## config.mk

```make
export PLATFORM = sky130hd
export DESIGN_NAME = sfp_flash_front
export DESIGN_NICKNAME = d
export VERILOG_FILES = /design/src/pkg/sfp_pkg.sv /design/src/rtl/sfp_flash_front.sv
export SDC_FILE = /design/constraint.sdc
export NUM_CORES = 1
export LEC_CHECK = 0
export BUFFER_PORTS_ARGS = -buffer_cell sky130_fd_sc_hd__buf_2
export CORE_ASPECT_RATIO = 1.75
export CORE_MARGIN = 10
export CORE_UTILIZATION = 40
export DETAILED_ROUTE_END_ITERATION = 6
export GPL_TIMING_DRIVEN = 0
export SYNTH_ARGS = -nofsm -noshare
export SYNTH_HDL_FRONTEND = slang
export SYNTH_SLANG_ARGS = --single-unit
```

## constraint.sdc

```tcl
create_clock -name sys_clk -period 3.9 [get_ports sys_clk]
set_input_delay 0.195 -clock sys_clk [delete_from_list [all_inputs] [get_ports sys_clk]]
set_output_delay 0.195 -clock sys_clk [all_outputs]
set_load 0.02 [all_outputs]
```

## src/pkg/sfp_pkg.sv

```systemverilog
// Purpose: Constants and types for the serial flash front end.
// Assumes: One 23-bit byte address space of 8M bytes behind the pins.
// Notes: Register offsets are byte addresses on the plain register port.
// Behaviour
// - 8M array: 256B pages, 4K sectors, 64K blocks
// - Serial clock modes 0 and 3 both work
// - Sample on rising edge, shift out on falling
// - Dual opcodes use IO0 and IO1 lanes
// - Quad opcodes use all four lanes
// - Quad commands run only with quad enable set
// - Pause works only while quad enable clear
// - Pause freezes the link, not internal work
// - Pause starts with select low, clock low
// - Pause ends on pause high, clock low
// - While paused outputs float, inputs ignored
// - Deselect while paused abandons the command
// - Set latch command sets the write latch
// - Listed commands and reset clear the latch
// - Protected region readable but never modified
// - Large region decode, top or bottom
// - Small region decode inside end blocks
// - Protect pin low freezes region and lock bits while quad enable clear
// - Deep power-down ignores all but wake, reset
// - Latch clear rejects writes, programs, erases
// - Program or erase into region is refused
// - Invert bit complements the protected region
// - Busy flag high during internal work
package sfp_pkg;

	// Array geometry; sizes, masks and limits in bytes.
	localparam int          ADDR_W       = 23;
	localparam int          PAGE_BYTES   = 256;
	localparam int          SECTOR_BYTES = 4096;
	localparam int          BLOCK_BYTES  = 65536;
	localparam int          SECTORS      = 2048;
	localparam int          BLOCKS       = 128;
	localparam logic [22:0] PAGE_MASK    = 23'h7fff00;
	localparam logic [22:0] SECT_MASK    = 23'h7ff000;
	localparam logic [22:0] HALF_MASK    = 23'h7f8000;
	localparam logic [22:0] BLK_MASK     = 23'h7f0000;
	localparam logic [23:0] ARRAY_TOP    = 24'h800000;
	localparam logic [23:0] BIG_UNIT     = 24'h020000;
	localparam logic [23:0] SMALL_UNIT   = 24'h001000;
	localparam logic [23:0] SMALL_MAX    = 24'h008000;

	// Opcodes.
	localparam logic [7:0] OP_SETWL  = 8'h06;
	localparam logic [7:0] OP_CLRWL  = 8'h04;
	localparam logic [7:0] OP_RDST   = 8'h05;
	localparam logic [7:0] OP_WRST   = 8'h01;
	localparam logic [7:0] OP_READ   = 8'h03;
	localparam logic [7:0] OP_FAST   = 8'h0b;
	localparam logic [7:0] OP_DOUT   = 8'h3b;
	localparam logic [7:0] OP_DIO    = 8'hbb;
	localparam logic [7:0] OP_DID    = 8'h92;
	localparam logic [7:0] OP_QOUT   = 8'h6b;
	localparam logic [7:0] OP_QIO    = 8'heb;
	localparam logic [7:0] OP_QWORD  = 8'he7;
	localparam logic [7:0] OP_QID    = 8'h94;
	localparam logic [7:0] OP_QPROG  = 8'h32;
	localparam logic [7:0] OP_PROG   = 8'h02;
	localparam logic [7:0] OP_SECT   = 8'h20;
	localparam logic [7:0] OP_HALF   = 8'h52;
	localparam logic [7:0] OP_BLOCK  = 8'hd8;
	localparam logic [7:0] OP_CHIP1  = 8'hc7;
	localparam logic [7:0] OP_CHIP2  = 8'h60;
	localparam logic [7:0] OP_SLEEP  = 8'hb9;
	localparam logic [7:0] OP_WAKE   = 8'hab;
	localparam logic [7:0] OP_RSTEN  = 8'h66;
	localparam logic [7:0] OP_RST    = 8'h99;

	// Bit counts at which command phases end, and the counter limits.
	localparam logic [5:0] OPC_END   = 6'h08;
	localparam logic [5:0] ST1_END   = 6'h10;
	localparam logic [5:0] ST2_END   = 6'h18;
	localparam logic [5:0] ADDR_END  = 6'h20;
	localparam logic [5:0] CNT_SAT   = 6'h3f;
	localparam logic [5:0] CNT_LIM   = 6'h3b;

	// Register offsets, control field positions, control reset value and busy default.
	localparam logic [3:0] REG_CTRL  = 4'h0;
	localparam logic [3:0] REG_STAT  = 4'h4;
	localparam logic [3:0] REG_FILL  = 4'h8;
	localparam logic [3:0] REG_LAST  = 4'hc;
	localparam int         CTRL_QE   = 0;
	localparam int         CTRL_RS   = 1;
	localparam int         CTRL_INV  = 6;
	localparam int         CTRL_LOCK = 7;
	localparam logic [31:0] CTRL_RST = 32'h0000_0000;
	localparam logic [15:0] BUSY_DEF = 16'h0040;

	typedef enum logic [2:0] {
		OPK_PROG,
		OPK_SECT,
		OPK_HALF,
		OPK_BLOCK,
		OPK_CHIP
	} sfp_opk_e;

	// Array operation handed to the array engine.
	typedef struct packed {
		logic        valid;
		sfp_opk_e    kind;
		logic [22:0] addr;
	} sfp_aop_s;

	// Whole state of the front end.
	typedef struct packed {
		logic        selN1, selN2, selN3;
		logic        ck1, ck2, ck3;
		logic [3:0]  io1, io2;
		logic        paused;
		logic [5:0]  bitCnt;
		logic [31:0] shreg;
		logic [7:0]  opc;
		logic [22:0] addr;
		logic [7:0]  outSh;
		logic        outOn;
		logic [3:0]  ioOut;
		logic [3:0]  ioOe;
		logic        write_latch;
		logic [15:0] busyCnt;
		logic        dpd;
		logic        rstArm;
		logic        qe;
		logic [4:0]  bp;
		logic        cmp;
		logic [1:0]  srp;
		logic [7:0]  fill;
		logic [7:0]  lastOpc;
		logic [31:0] rdata;
		sfp_aop_s    aop;
	} sfp_state_s;

endpackage : sfp_pkg

```

## src/rtl/sfp_flash_front.sv

```systemverilog
// Purpose: Pin-side command front end of a serial NOR flash.
// Assumes: sys_clk is far faster than the serial clock; pins are async.
// Notes: Commands take effect when select rises, as on the real part.
`timescale 1ns/1ps
`default_nettype none

module sfp_flash_front #(
	parameter logic [15:0] BUSY_CYCLES = sfp_pkg::BUSY_DEF
) (
	input  wire logic             sys_clk,
	input  wire logic             rst_b,
	input  wire logic             devSelect_b,
	input  wire logic             serialClk,
	input  wire logic [3:0]       ioIn,
	output logic [3:0]            ioOut,
	output logic [3:0]            ioOe,
	input  wire logic [3:0]       regAddr,
	input  wire logic [31:0]      regWdata,
	input  wire logic             regWr,
	input  wire logic             regRd,
	output logic [31:0]           regRdata,
	output sfp_pkg::sfp_aop_s     arrayOp,
	output logic                  writeLatch,
	output logic                  busyFlag
);

	sfp_pkg::sfp_state_s s_q;
	sfp_pkg::sfp_state_s s_d;

	logic       ckRise, ckFall, selRise, active, quadOff, hwLock;
	logic       doExec, wantOut, hit;
	logic [2:0] wIn, wOut;
	logic [5:0] cntNext;
	logic [31:0] shNext;
	logic [7:0] src, v;
	logic [22:0] endAddr;

	// True for opcodes that move data over four lanes.
	function automatic logic isQuad(input logic [7:0] op);
		return op == sfp_pkg::OP_QOUT || op == sfp_pkg::OP_QIO ||
			op == sfp_pkg::OP_QWORD || op == sfp_pkg::OP_QID ||
			op == sfp_pkg::OP_QPROG;
	endfunction : isQuad

	// Lane count: input lanes when dir is 0, output lanes when 1.
	function automatic logic [2:0] lanes(input logic [7:0] op,
		input logic [5:0] cnt, input logic dir, input logic qe);
		logic [2:0] w;
		w = 3'h1;
		if (cnt < sfp_pkg::OPC_END) begin
			w = 3'h1;
		end else if (op == sfp_pkg::OP_DIO || op == sfp_pkg::OP_DID) begin
			w = 3'h2;
		end else if (op == sfp_pkg::OP_DOUT) begin
			w = dir ? 3'h2 : 3'h1;
		end else if (isQuad(op) && !qe) begin
			w = 3'h1;
		end else if (op == sfp_pkg::OP_QIO || op == sfp_pkg::OP_QWORD ||
			op == sfp_pkg::OP_QID) begin
			w = 3'h4;
		end else if (op == sfp_pkg::OP_QOUT) begin
			w = dir ? 3'h4 : 3'h1;
		end else if (op == sfp_pkg::OP_QPROG) begin
			w = (cnt >= sfp_pkg::ADDR_END) ? 3'h4 : 3'h1;
		end
		return w;
	endfunction : lanes

	// Protected-region decode for one byte address.
	function automatic logic protHit(input logic [22:0] a,
		input logic [4:0] bp, input logic cmp);
		logic [23:0] size;
		logic [23:0] a24;
		logic        h;
		size = '0;
		a24 = {1'b0, a};
		h = 1'b0;
		if (bp[2:0] == 3'h7) begin
			h = 1'b1;
		end else if (bp[2:0] != 3'h0) begin
			if (!bp[4]) begin
				size = sfp_pkg::BIG_UNIT << (bp[2:0] - 3'h1);
			end else if (bp[2]) begin
				size = sfp_pkg::SMALL_MAX;
			end else begin
				size = sfp_pkg::SMALL_UNIT << (bp[2:0] - 3'h1);
			end
			h = bp[3] ? (a24 < size)
				: (a24 >= (sfp_pkg::ARRAY_TOP - size));
		end
		return h ^ cmp;
	endfunction : protHit

	// Edge and phase decode from the synchronised pins.
	always_comb begin
		ckRise  = s_q.ck2 & ~s_q.ck3;
		ckFall  = ~s_q.ck2 & s_q.ck3;
		selRise = s_q.selN2 & ~s_q.selN3;
		active  = ~s_q.selN2 & ~s_q.paused;
		quadOff = isQuad(s_q.opc) & ~s_q.qe;
		hwLock  = ~s_q.qe & ~s_q.io2[2];
		wIn     = lanes(s_q.opc, s_q.bitCnt, 1'b0, s_q.qe);
		wOut    = lanes(s_q.opc, s_q.bitCnt, 1'b1, s_q.qe);
		doExec  = selRise & ~s_q.paused & ~quadOff &
			(s_q.bitCnt >= sfp_pkg::OPC_END);
		endAddr = s_q.addr;
		case (s_q.opc)
			sfp_pkg::OP_PROG, sfp_pkg::OP_QPROG:
				endAddr = s_q.addr | ~sfp_pkg::PAGE_MASK;
			sfp_pkg::OP_SECT:  endAddr = s_q.addr | ~sfp_pkg::SECT_MASK;
			sfp_pkg::OP_HALF:  endAddr = s_q.addr | ~sfp_pkg::HALF_MASK;
			sfp_pkg::OP_BLOCK: endAddr = s_q.addr | ~sfp_pkg::BLK_MASK;
			default:           endAddr = s_q.addr;
		endcase
		// Checking both ends catches a small region inside a block.
		hit = protHit(s_q.addr, s_q.bp, s_q.cmp) |
			protHit(endAddr, s_q.bp, s_q.cmp);
		wantOut = 1'b0;
		if (!quadOff && !s_q.dpd) begin
			case (s_q.opc)
				sfp_pkg::OP_RDST:
					wantOut = s_q.bitCnt >= sfp_pkg::OPC_END;
				sfp_pkg::OP_READ, sfp_pkg::OP_FAST, sfp_pkg::OP_DOUT,
				sfp_pkg::OP_DIO, sfp_pkg::OP_DID, sfp_pkg::OP_QOUT,
				sfp_pkg::OP_QIO, sfp_pkg::OP_QWORD, sfp_pkg::OP_QID:
					wantOut = s_q.bitCnt >= sfp_pkg::ADDR_END;
				default: wantOut = 1'b0;
			endcase
		end
		src = (s_q.opc == sfp_pkg::OP_RDST) ?
			{s_q.srp[0], s_q.bp, s_q.write_latch, busyFlag} : s_q.fill;
		cntNext = (s_q.bitCnt > sfp_pkg::CNT_LIM) ? sfp_pkg::CNT_SAT
			: s_q.bitCnt + {3'h0, wIn};
		case (wIn)
			3'h2:    shNext = {s_q.shreg[29:0], s_q.io2[1:0]};
			3'h4:    shNext = {s_q.shreg[27:0], s_q.io2};
			default: shNext = {s_q.shreg[30:0], s_q.io2[0]};
		endcase
		v = s_q.outOn ? s_q.outSh : src;
	end

	// Next-state logic for the whole front end.
	always_comb begin
		s_d = s_q;
		s_d.aop.valid = 1'b0;
		// Two-flop synchronisers; only stage two and later feed logic.
		s_d.selN1 = devSelect_b;
		s_d.selN2 = s_q.selN1;
		s_d.selN3 = s_q.selN2;
		s_d.ck1   = serialClk;
		s_d.ck2   = s_q.ck1;
		s_d.ck3   = s_q.ck2;
		s_d.io1   = ioIn;
		s_d.io2   = s_q.io1;

		// Pause tracks the pin only while the clock is low.
		if (s_q.selN2 || s_q.qe) begin
			s_d.paused = 1'b0;
		end else if (!s_q.ck2 && !s_q.io2[3]) begin
			s_d.paused = 1'b1;
		end else if (!s_q.ck2 && s_q.io2[3]) begin
			s_d.paused = 1'b0;
		end

		// Internal work counts down regardless of the link or pause.
		if (s_q.busyCnt != 16'h0) begin
			s_d.busyCnt = s_q.busyCnt - 16'h1;
		end

		// Input shifting on rising serial clock edges.
		if (active && ckRise) begin
			s_d.shreg  = shNext;
			s_d.bitCnt = cntNext;
			if (s_q.bitCnt < sfp_pkg::OPC_END &&
				cntNext == sfp_pkg::OPC_END) begin
				s_d.opc = shNext[7:0];
			end
			if (s_q.bitCnt < sfp_pkg::ADDR_END &&
				cntNext == sfp_pkg::ADDR_END) begin
				s_d.addr = shNext[22:0];
			end
		end

		// Output shifting on falling edges; the byte recirculates.
		if (!active) begin
			s_d.ioOe = 4'h0;
		end else if (ckFall && wantOut) begin
			s_d.outOn = 1'b1;
			case (wOut)
				3'h2: begin
					s_d.ioOut = {2'h0, v[7:6]};
					s_d.ioOe  = 4'h3;
					s_d.outSh = {v[5:0], v[7:6]};
				end
				3'h4: begin
					s_d.ioOut = v[7:4];
					s_d.ioOe  = 4'hf;
					s_d.outSh = {v[3:0], v[7:4]};
				end
				default: begin
					s_d.ioOut = {2'h0, v[7], 1'b0};
					s_d.ioOe  = 4'h2;
					s_d.outSh = {v[6:0], v[7]};
				end
			endcase
		end

		// Command execution when select rises after a full opcode.
		if (doExec) begin
			s_d.lastOpc = s_q.opc;
			s_d.rstArm  = 1'b0;
			if (s_q.dpd && s_q.opc != sfp_pkg::OP_WAKE &&
				s_q.opc != sfp_pkg::OP_RSTEN &&
				s_q.opc != sfp_pkg::OP_RST) begin
				s_d.lastOpc = s_q.lastOpc;
			end else begin
				case (s_q.opc)
					sfp_pkg::OP_SETWL: s_d.write_latch = 1'b1;
					sfp_pkg::OP_CLRWL: s_d.write_latch = 1'b0;
					sfp_pkg::OP_SLEEP: s_d.dpd = 1'b1;
					sfp_pkg::OP_WAKE:  s_d.dpd = 1'b0;
					sfp_pkg::OP_RSTEN: s_d.rstArm = 1'b1;
					sfp_pkg::OP_RST: begin
						if (s_q.rstArm) begin
							s_d.write_latch = 1'b0;
							s_d.dpd = 1'b0;
						end
					end
					sfp_pkg::OP_WRST: begin
						s_d.write_latch = 1'b0;
						if (s_q.write_latch && s_q.busyCnt == 16'h0 &&
							s_q.bitCnt >= sfp_pkg::ST1_END) begin
							s_d.busyCnt = BUSY_CYCLES;
							if (s_q.bitCnt == sfp_pkg::ST1_END) begin
								if (!hwLock) begin
									s_d.srp[0] = s_q.shreg[7];
									s_d.bp     = s_q.shreg[6:2];
								end
							end else begin
								if (!hwLock) begin
									s_d.srp = {s_q.shreg[0], s_q.shreg[15]};
									s_d.bp  = s_q.shreg[14:10];
								end
								s_d.qe  = s_q.shreg[1];
								s_d.cmp = s_q.shreg[6];
							end
						end
					end
					sfp_pkg::OP_PROG, sfp_pkg::OP_QPROG, sfp_pkg::OP_SECT,
					sfp_pkg::OP_HALF, sfp_pkg::OP_BLOCK: begin
						s_d.write_latch = 1'b0;
						if (s_q.write_latch && s_q.busyCnt == 16'h0 && !hit &&
							s_q.bitCnt >= sfp_pkg::ADDR_END) begin
							s_d.aop.valid = 1'b1;
							s_d.busyCnt   = BUSY_CYCLES;
							case (s_q.opc)
								sfp_pkg::OP_SECT: begin
									s_d.aop.kind = sfp_pkg::OPK_SECT;
									s_d.aop.addr = s_q.addr & sfp_pkg::SECT_MASK;
								end
								sfp_pkg::OP_HALF: begin
									s_d.aop.kind = sfp_pkg::OPK_HALF;
									s_d.aop.addr = s_q.addr & sfp_pkg::HALF_MASK;
								end
								sfp_pkg::OP_BLOCK: begin
									s_d.aop.kind = sfp_pkg::OPK_BLOCK;
									s_d.aop.addr = s_q.addr & sfp_pkg::BLK_MASK;
								end
								default: begin
									s_d.aop.kind = sfp_pkg::OPK_PROG;
									s_d.aop.addr = s_q.addr;
								end
							endcase
						end
					end
					sfp_pkg::OP_CHIP1, sfp_pkg::OP_CHIP2: begin
						s_d.write_latch = 1'b0;
						if (s_q.write_latch && s_q.busyCnt == 16'h0 &&
							((s_q.bp[2:0] == 3'h0 && !s_q.cmp) ||
							(s_q.bp[2:0] == 3'h7 && s_q.cmp))) begin
							s_d.aop.valid = 1'b1;
							s_d.aop.kind  = sfp_pkg::OPK_CHIP;
							s_d.aop.addr  = '0;
							s_d.busyCnt   = BUSY_CYCLES;
						end
					end
					default: s_d.lastOpc = s_q.opc;
				endcase
			end
		end

		// Deselect returns the serial interface to idle.
		if (s_q.selN2) begin
			s_d.bitCnt = '0;
			s_d.outOn  = 1'b0;
			s_d.ioOe   = 4'h0;
		end

		// Register port; read data appear the cycle after the strobe.
		s_d.rdata = '0;
		if (regWr) begin
			if (regAddr == sfp_pkg::REG_CTRL) begin
				s_d.qe  = regWdata[sfp_pkg::CTRL_QE];
				s_d.bp  = regWdata[sfp_pkg::CTRL_RS +: 5];
				s_d.cmp = regWdata[sfp_pkg::CTRL_INV];
				s_d.srp = regWdata[sfp_pkg::CTRL_LOCK +: 2];
			end else if (regAddr == sfp_pkg::REG_FILL) begin
				s_d.fill = regWdata[7:0];
			end
		end
		if (regRd) begin
			if (regAddr == sfp_pkg::REG_CTRL) begin
				s_d.rdata = {23'h0, s_q.srp, s_q.cmp, s_q.bp, s_q.qe};
			end else if (regAddr == sfp_pkg::REG_STAT) begin
				s_d.rdata = {26'h0, s_q.rstArm, s_q.dpd, s_q.paused,
					s_q.outOn, s_q.write_latch, busyFlag};
			end else if (regAddr == sfp_pkg::REG_FILL) begin
				s_d.rdata = {24'h0, s_q.fill};
			end else if (regAddr == sfp_pkg::REG_LAST) begin
				s_d.rdata = {24'h0, s_q.lastOpc};
			end
		end
	end

	// The single state register; reset loads constants only.
	always_ff @(posedge sys_clk) begin
		if (!rst_b) begin
			s_q <= '0;
		end else begin
			s_q <= s_d;
		end
	end

	// Outputs straight from the state flops; busyFlag decodes busyCnt.
	assign ioOut      = s_q.ioOut;
	assign ioOe       = s_q.ioOe;
	assign regRdata   = s_q.rdata;
	assign arrayOp    = s_q.aop;
	assign writeLatch = s_q.write_latch;
	assign busyFlag   = s_q.busyCnt != 16'h0;
endmodule : sfp_flash_front

`default_nettype wire

```

# After elaboration in Yosys (flattened, before gate mapping)
# Cells that the tools add are included.
[totals] ff_bits=194 inputBits=46 output_inout_bits=69 elab_cells=245
[classes] addsub=4 n_lt_le_gt_ge=10 n_eq_ne=41 n_shift=2 n_mux=68 bitwise_logic=26 reduce_logical=62
[op_table] cell="2-to-1 mux 27 bit" count=4
[op_table] cell="2-to-1 mux 24 bit" count=4
[op_table] cell="== test 8 bit, second input constant" count=10
[op_table] cell="case mux 25 bit (3 select lines)" count=1
[op_table] cell="2-to-1 mux 16 bit" count=4
[op_table] cell="case mux 16 bit (4 select lines)" count=1
[op_table] cell="2-to-1 mux 8 bit" count=7
[op_table] cell="case mux 27 bit (2 select lines)" count=1
[op_table] cell="greater-or-equal comparator 23 x 24 -> 1 bit" count=2
[op_table] cell="less-than comparator 23 x 24 -> 1 bit" count=2
[op_table] cell="case mux 16 bit (3 select lines)" count=1
[op_table] cell="case mux 23 bit (2 select lines)" count=1
[op_table] cell="2-to-1 mux 3 bit" count=14
[op_table] cell="2-to-1 mux 9 bit" count=4
[op_table] cell="== test 8 x 7 -> 1 bit, second input constant" count=4
[op_table] cell="case mux 8 bit (2 select lines)" count=2
[op_table] cell="== test 8 x 3 -> 1 bit, second input constant" count=3
[op_table] cell="== test 8 x 6 -> 1 bit, second input constant" count=3
[op_table] cell="left shift 13 x 3 -> 24 bit, first input constant" count=1
[op_table] cell="left shift 18 x 3 -> 24 bit, first input constant" count=1
[op_table] cell="subtractor 24 bit, first input constant" count=1
[op_table] cell="logical AND 1 bit" count=18
[op_table] cell="OR reduction 9 bit" count=2
[op_table] cell="2-to-1 mux 17 bit" count=1
[op_table] cell="other kinds (47)" count=121

# Logic depth before layout (Yosys ltp)
[depth] word_depth=22 ltp_mapped=20 mapped_depth_nobuf=17

# Worst setup path after synthesis
# No wires, ideal clock.
[synth_timing] path_type="reg-to-reg" from="register s_q[79] (netlist name)" to="register s_q, in the netlist arrayOp[10]" setup_ns=0.128 t_arrival_ns=3.917 t_required_ns=3.772 slack_ns=-0.146 stages_incl_launch_ff=19 n_path_buf=4 period_less_slack_ns=4.046 path_cell_list="dfxtp_1 buf_1 clkbuf_1 nand3_1 ha_1 clkbuf_1 mux2_2 a22oi_1 o22ai_1 ha_1 nand2_1 nor4_1 o21ai_0 a32o_1 nor4_1 nor3_2 a21oi_2 buf_2 o22ai_1"
[synth_between] elab_chain_cells=18 elab_cells_between_ends=34 classes_between="add/sub: 2; order compare: 4; eq/ne: 3; shift: 2; mux: 10; bitwise: 3; reduce/logical: 10"
[synth_rtl] element="start: declaration" line_no="sfp_flash_front.sv:27" rtl="sfp_pkg::sfp_state_s s_q;"
[synth_rtl] element="start signal: assignment" line_no="sfp_flash_front.sv:328" rtl="s_q <= '0;"
[synth_rtl] element="start signal: assignment" line_no="sfp_flash_front.sv:330" rtl="s_q <= s_d;"
[synth_rtl] element="subtractor 3 x 1 -> 3 bit" line_no="sfp_flash_front.sv:82, sfp_flash_front.sv:86"
[synth_rtl] element="left shift 13 x 3 -> 24 bit" line_no="sfp_flash_front.sv:86" rtl="size = sfp_pkg::SMALL_UNIT << (bp[2:0] - 3'h1);"
[synth_rtl] element="2-to-1 mux 24 bit" line_no="sfp_flash_front.sv:83" rtl="end else if (bp[2]) begin"
[synth_rtl] element="2-to-1 mux 24 bit" line_no="sfp_flash_front.sv:81" rtl="if (!bp[4]) begin"
[synth_rtl] element="2-to-1 mux 24 bit" line_no="sfp_flash_front.sv:80" rtl="end else if (bp[2:0] != 3'h0) begin"
[synth_rtl] element="2-to-1 mux 24 bit" line_no="sfp_flash_front.sv:78" rtl="if (bp[2:0] == 3'h7) begin"
[synth_rtl] element="subtractor 24 bit" line_no="sfp_flash_front.sv:89" rtl=": (a24 >= (sfp_pkg::ARRAY_TOP - size));"
[synth_rtl] element="greater-or-equal comparator 23 x 24 -> 1 bit" line_no="sfp_flash_front.sv:89"
[synth_rtl] element="2-to-1 mux 1 bit" line_no="sfp_flash_front.sv:88" rtl="h = bp[3] ? (a24 < size)"
[synth_rtl] element="2-to-1 mux 1 bit" line_no="sfp_flash_front.sv:80"
[synth_rtl] element="2-to-1 mux 1 bit" line_no="sfp_flash_front.sv:78"
[synth_rtl] element="XOR 1 bit" line_no="sfp_flash_front.sv:91" rtl="return h ^ cmp;"
[synth_rtl] element="OR 1 bit" line_no="sfp_flash_front.sv:116" rtl="hit = protHit(s_q.addr, s_q.bp, s_q.cmp) |"
[synth_rtl] element="zero test 1 bit" line_no="sfp_flash_front.sv:252" rtl="if (s_q.write_latch && s_q.busyCnt == 16'h0 && !hit &&"
[synth_rtl] element="logical AND 1 bit (2 in series)" line_no="sfp_flash_front.sv:252"
[synth_rtl] element="!= test 2 bit (no source line)"
[synth_rtl] element="AND reduction 5 bit (no source line) (*)"
# Mark *: on every way between the ends. The rest lies on a longest branch, timed or not. The select of a mux whose other input is x is not followed.
# A chain may end at the register's enable or synchronous reset.

# Worst setup path after layout
[layout_timing] from="register s_q[78] (netlist name)" to="register s_q, in the netlist arrayOp[13]"
# The elaborated chain is that of the path after synthesis.

==> impl_results.md <==
- H-tree levels: 4
- Synth Instances: 1111
- Area of combinational cells with multiple inputs: 0.005404 mm^2
- Post-Layout Cell Count: 1561
- Via count: 8771
- Hold crit path type: input pin to flop
- Die X: 135.3 um
- Share of the cycle needed by the critical path after routing: 97.20%
- Leakage Power: 0.004500 uW
- Result of the run: complete, no violations
- Critical Path End Type: flop
- Clock skew: 0.008458 ns
- Top-area cell type share of the netlist area: 36.56%
- Flop-to-flop setup slack: 0.11 ns
- Total overflow reported by the global router: 0
- Data required time of the critical path: 4.28 ns
- Part of the Yosys area used for sequential elements: 36.56%
- Final Critical Period: 3.791 ns
- Routability congestion estimate: 0.8999
- Detailed-route DRC error count: 0
- Initial antenna violation count: 0
- Maximum number of pins on one net before global-route repair: 17
- Clock buffer count from CTS: 17
- Root buffer selected by CTS: sky130_fd_sc_hd__clkbuf_16
- Fmax: 263.8 MHz
- Launching point of the worst reg2reg path: s_q[78]
- Final wirelength: 30200 um
- Unique cell type count in the Yosys netlist: 70
- Average wire length per cell after detail routing: 19.34 um
- Met1 routed wirelength after detailed routing: 11020 um
- Post-synthesis compound-gate area fraction: 20.67%
- Path depth of the worst reg2reg path: 16
- Fraction of layout cells with a size suffix above 1: 23.47%
- Std-Cell Core Area: 0.02283 mm^2
- ANT cells: 0
- Worst VDD drop: 343.6 uV
- Met3 routed wirelength: 1440 um
- Flip-flop and latch area: 0.003415 mm^2
- Worst Hold Endpoint: s_q[72]
- Post-synth EDFFs: 0
- Met2 Routed Length: 15860 um
- Multiplexer share of the synthesized area: 5.001%
- Cell area after synthesis: 0.009308 mm^2
- Relative slew slack: 31.85%
- Top cells by area in the synthesized netlist: sky130_fd_sc_hd__dfxtp_1, sky130_fd_sc_hd__buf_4, sky130_fd_sc_hd__nor2_1, sky130_fd_sc_hd__a211oi_1, sky130_fd_sc_hd__mux2i_1
- Average vias per placed instance: 5.619
- Share of synthesized registers carrying an async set or reset: 0%
- Via count of the first global-routing pass: 8487
- Power per cell area: 392.1 mW/mm^2
- Main combinational cell family by area after synthesis: simple AND/OR/NAND/NOR gates
- Kind of launch point of the worst setup path: flop
- Max Cap Violations: 0
- Average size of a mapped cell: 8.378 um^2
- Predominant post-synthesis flop cell: sky130_fd_sc_hd__dfxtp_1
- Floorplan row count: 73
- Signal arrival time at the worst endpoint: 4.17 ns
- Highest routed layer: met4
- Routed Antenna Nets: 0
- Post-synth top area cell: sky130_fd_sc_hd__dfxtp_1
- Die H: 221.8 um
- Worst Setup Path Type: flop to flop
- Area share of and/or/nand/nor cells after synthesis: 21.82%
- Global-route wire length before repair: 46090 um
- Clk pin slew, worst setup/hold paths: 0.07 ns
- Critical Path Fanout Max: 7
- Clock tree from TritonCTS: yes
- I/O pins: 115
- Number of detailed-route iterations in the first pass: 5
- Post-synthesis register bit count: 170
- Max Buffers Root-to-Sink: 2
- Slew at the pin closest to its max-slew limit: 1.013 ns
- Sink Count: 170
- Tightest hold margin: 0.01963 ns
- Worst skew pair latency: 0.45 ns
- Global-route usage over all layers: 19.43%
- YS warnings: 0
- Growth of design area from synthesis to finish: 22.84%
- Final Slew Violations: 0
- Count of endpoints failing hold in the final timing report: 0
- Min-Delay Path Depth: 3
- Most common cell after layout, fill and taps aside: sky130_fd_sc_hd__dfxtp_1
- Leading cell types in the layout, fill and taps excluded: sky130_fd_sc_hd__dfxtp_1, sky130_fd_sc_hd__nor2_1, sky130_fd_sc_hd__buf_4, sky130_fd_sc_hd__buf_2, sky130_fd_sc_hd__nand2_1
- XOR/XNOR Fraction of Synth Area: 1.223%
- Hpwl dp: 22970 um
- Number of setup violations in the final report: 0
- Initial Util: 40.76%
- Number of fill cells: 2264
- Endpoint of the lowest-slack register-to-register path: arrayOp[13]
- I/O Buffers: 68
- Final layout net count: 1327
- Hold path startpoint: regWdata[5]
- Die area: 0.03001 mm^2
- Synthesized-area fraction occupied by adder cells: 4.517%
- First-iteration detailed-routing DRC count: 471
- Number of placed cells counting well taps: 1502
- Power, Total: 4483 uW
through the flow:
stage / TNS (ns) / utilization [%] / instance area, um^2 / worst slack, ns
5_1_grt: -0.1108 / 50.07 / 11430 / -0.02758
3_3_place_gp: -56.20 / 44.28 / 10110 / -1.034
2_1_floorplan: 0 / - / 9397 / 0.01945
3_5_place_dp: -57.61 / 44.35 / 10130 / -1.060
6_report: 0 / 50.07 / 11430 / 0.1091
4_1_cts: 0 / 48.41 / 11050 / 0.002271
registers in the layout, indices dropped and copies added, names as in the netlist:
name and flops:
s_d 8, regRdata 9, writeLatch 1, ioOe 3, arrayOp 27, s_q 118
ioOut 4
logic make-up after synthesis:
| family | count (synthesis) |
|---|---|
| AOI/OAI and AO/OA | 278 |
| muxes | 46 |
| and+or+nand+nor | 393 |
| other | 2 |
| DFF | 170 |
| buffers and inverters | 176 |
| xor gates and xnor gates | 13 |
| adders and majority gates | 33 |
layer usage:
metal | vias to the layer above | track usage, %
met4 | 0 | 12.00
met2 | 286 | 35.40
met5 | - | 0
li1 | 4243 | -
met3 | 91 | 3.925
met1 | 4151 | 19.39
worst max path at each step:
| stage | from | to | cells past startpoint | slack (ns) |
|---|---|---|---|---|
| 2_1_floorplan | s_q[82] | arrayOp[10] | 18 | 0.02 |
| 3_3_place_gp | s_q[82] | arrayOp[8] | 18 | -1.03 |
| 3_5_place_dp | s_q[145] | s_q[141] | 16 | -1.06 |
| 4_1_cts | s_q[149] | s_q[141] | 18 | 0.002 |
| 5_1_grt | s_q[80] | arrayOp[13] | 16 | -0.03 |
| 6_report | s_q[78] | arrayOp[13] | 16 | 0.11 |
worst max-delay path, cell delays in order, from the launching register on:
cell and delay [ns]:
sky130_fd_sc_hd__dfxtp_2 0.34, sky130_fd_sc_hd__buf_8 0.13, sky130_fd_sc_hd__nor2b_4 0.13, sky130_fd_sc_hd__nand2_2 0.10, sky130_fd_sc_hd__ha_4 0.19, sky130_fd_sc_hd__mux2_2 0.33
sky130_fd_sc_hd__a22oi_1 0.16, sky130_fd_sc_hd__o22ai_2 0.14, sky130_fd_sc_hd__ha_1 0.29, sky130_fd_sc_hd__nand2_1 0.09, sky130_fd_sc_hd__nor4_4 0.34, sky130_fd_sc_hd__o21ai_2 0.14
sky130_fd_sc_hd__a32o_2 0.27, sky130_fd_sc_hd__nor4_4 0.33, sky130_fd_sc_hd__nor3_4 0.11, sky130_fd_sc_hd__or4_4 0.55, sky130_fd_sc_hd__o21ai_1 0.08
layout make-up:
type                       instances  area share [%]
multi-input combinational        788           47.26
clock buffer                      18           3.841
clock inverter                    14           1.423
tap                              300           3.283
sequential                       170           29.86
buffer                           143           8.153
timing repair buffer             101           5.286
inverter                          27          0.8864
repair_timing:
item / CTS / global route
pin swaps: 6 / 13
gates resized for setup: 65 / 66
hold buffers: 6 / 0
setup buffers: 6 / 19
cloned: 0 / 2
setup endpoints to repair: 61 / 60
endpoints found under the hold margin: 6 / 0
power breakdown:
group          leakage (uW)  internal (uW)  switching [uW]  total (uW)
logic               0.00283            322             480         801
clock network      0.000293            978             775        1750
registers           0.00138           1840            92.2        1930
total               0.00450           3140            1350        4480
Yosys cell counts, types with 19 or more instances:
cell type	instances
sky130_fd_sc_hd__dfxtp_1	170
sky130_fd_sc_hd__nor2_1	124
sky130_fd_sc_hd__buf_4	69
sky130_fd_sc_hd__nand2_1	69
sky130_fd_sc_hd__clkbuf_1	66
sky130_fd_sc_hd__a21oi_1	60
sky130_fd_sc_hd__a211oi_1	56
sky130_fd_sc_hd__nand3_1	43
sky130_fd_sc_hd__mux2i_1	42
sky130_fd_sc_hd__nand4_1	34
sky130_fd_sc_hd__ha_1	32
sky130_fd_sc_hd__o21ai_0	32
sky130_fd_sc_hd__inv_1	27
sky130_fd_sc_hd__a22o_1	20
sky130_fd_sc_hd__and2_1	19
(Power assumes the default switching activity.)
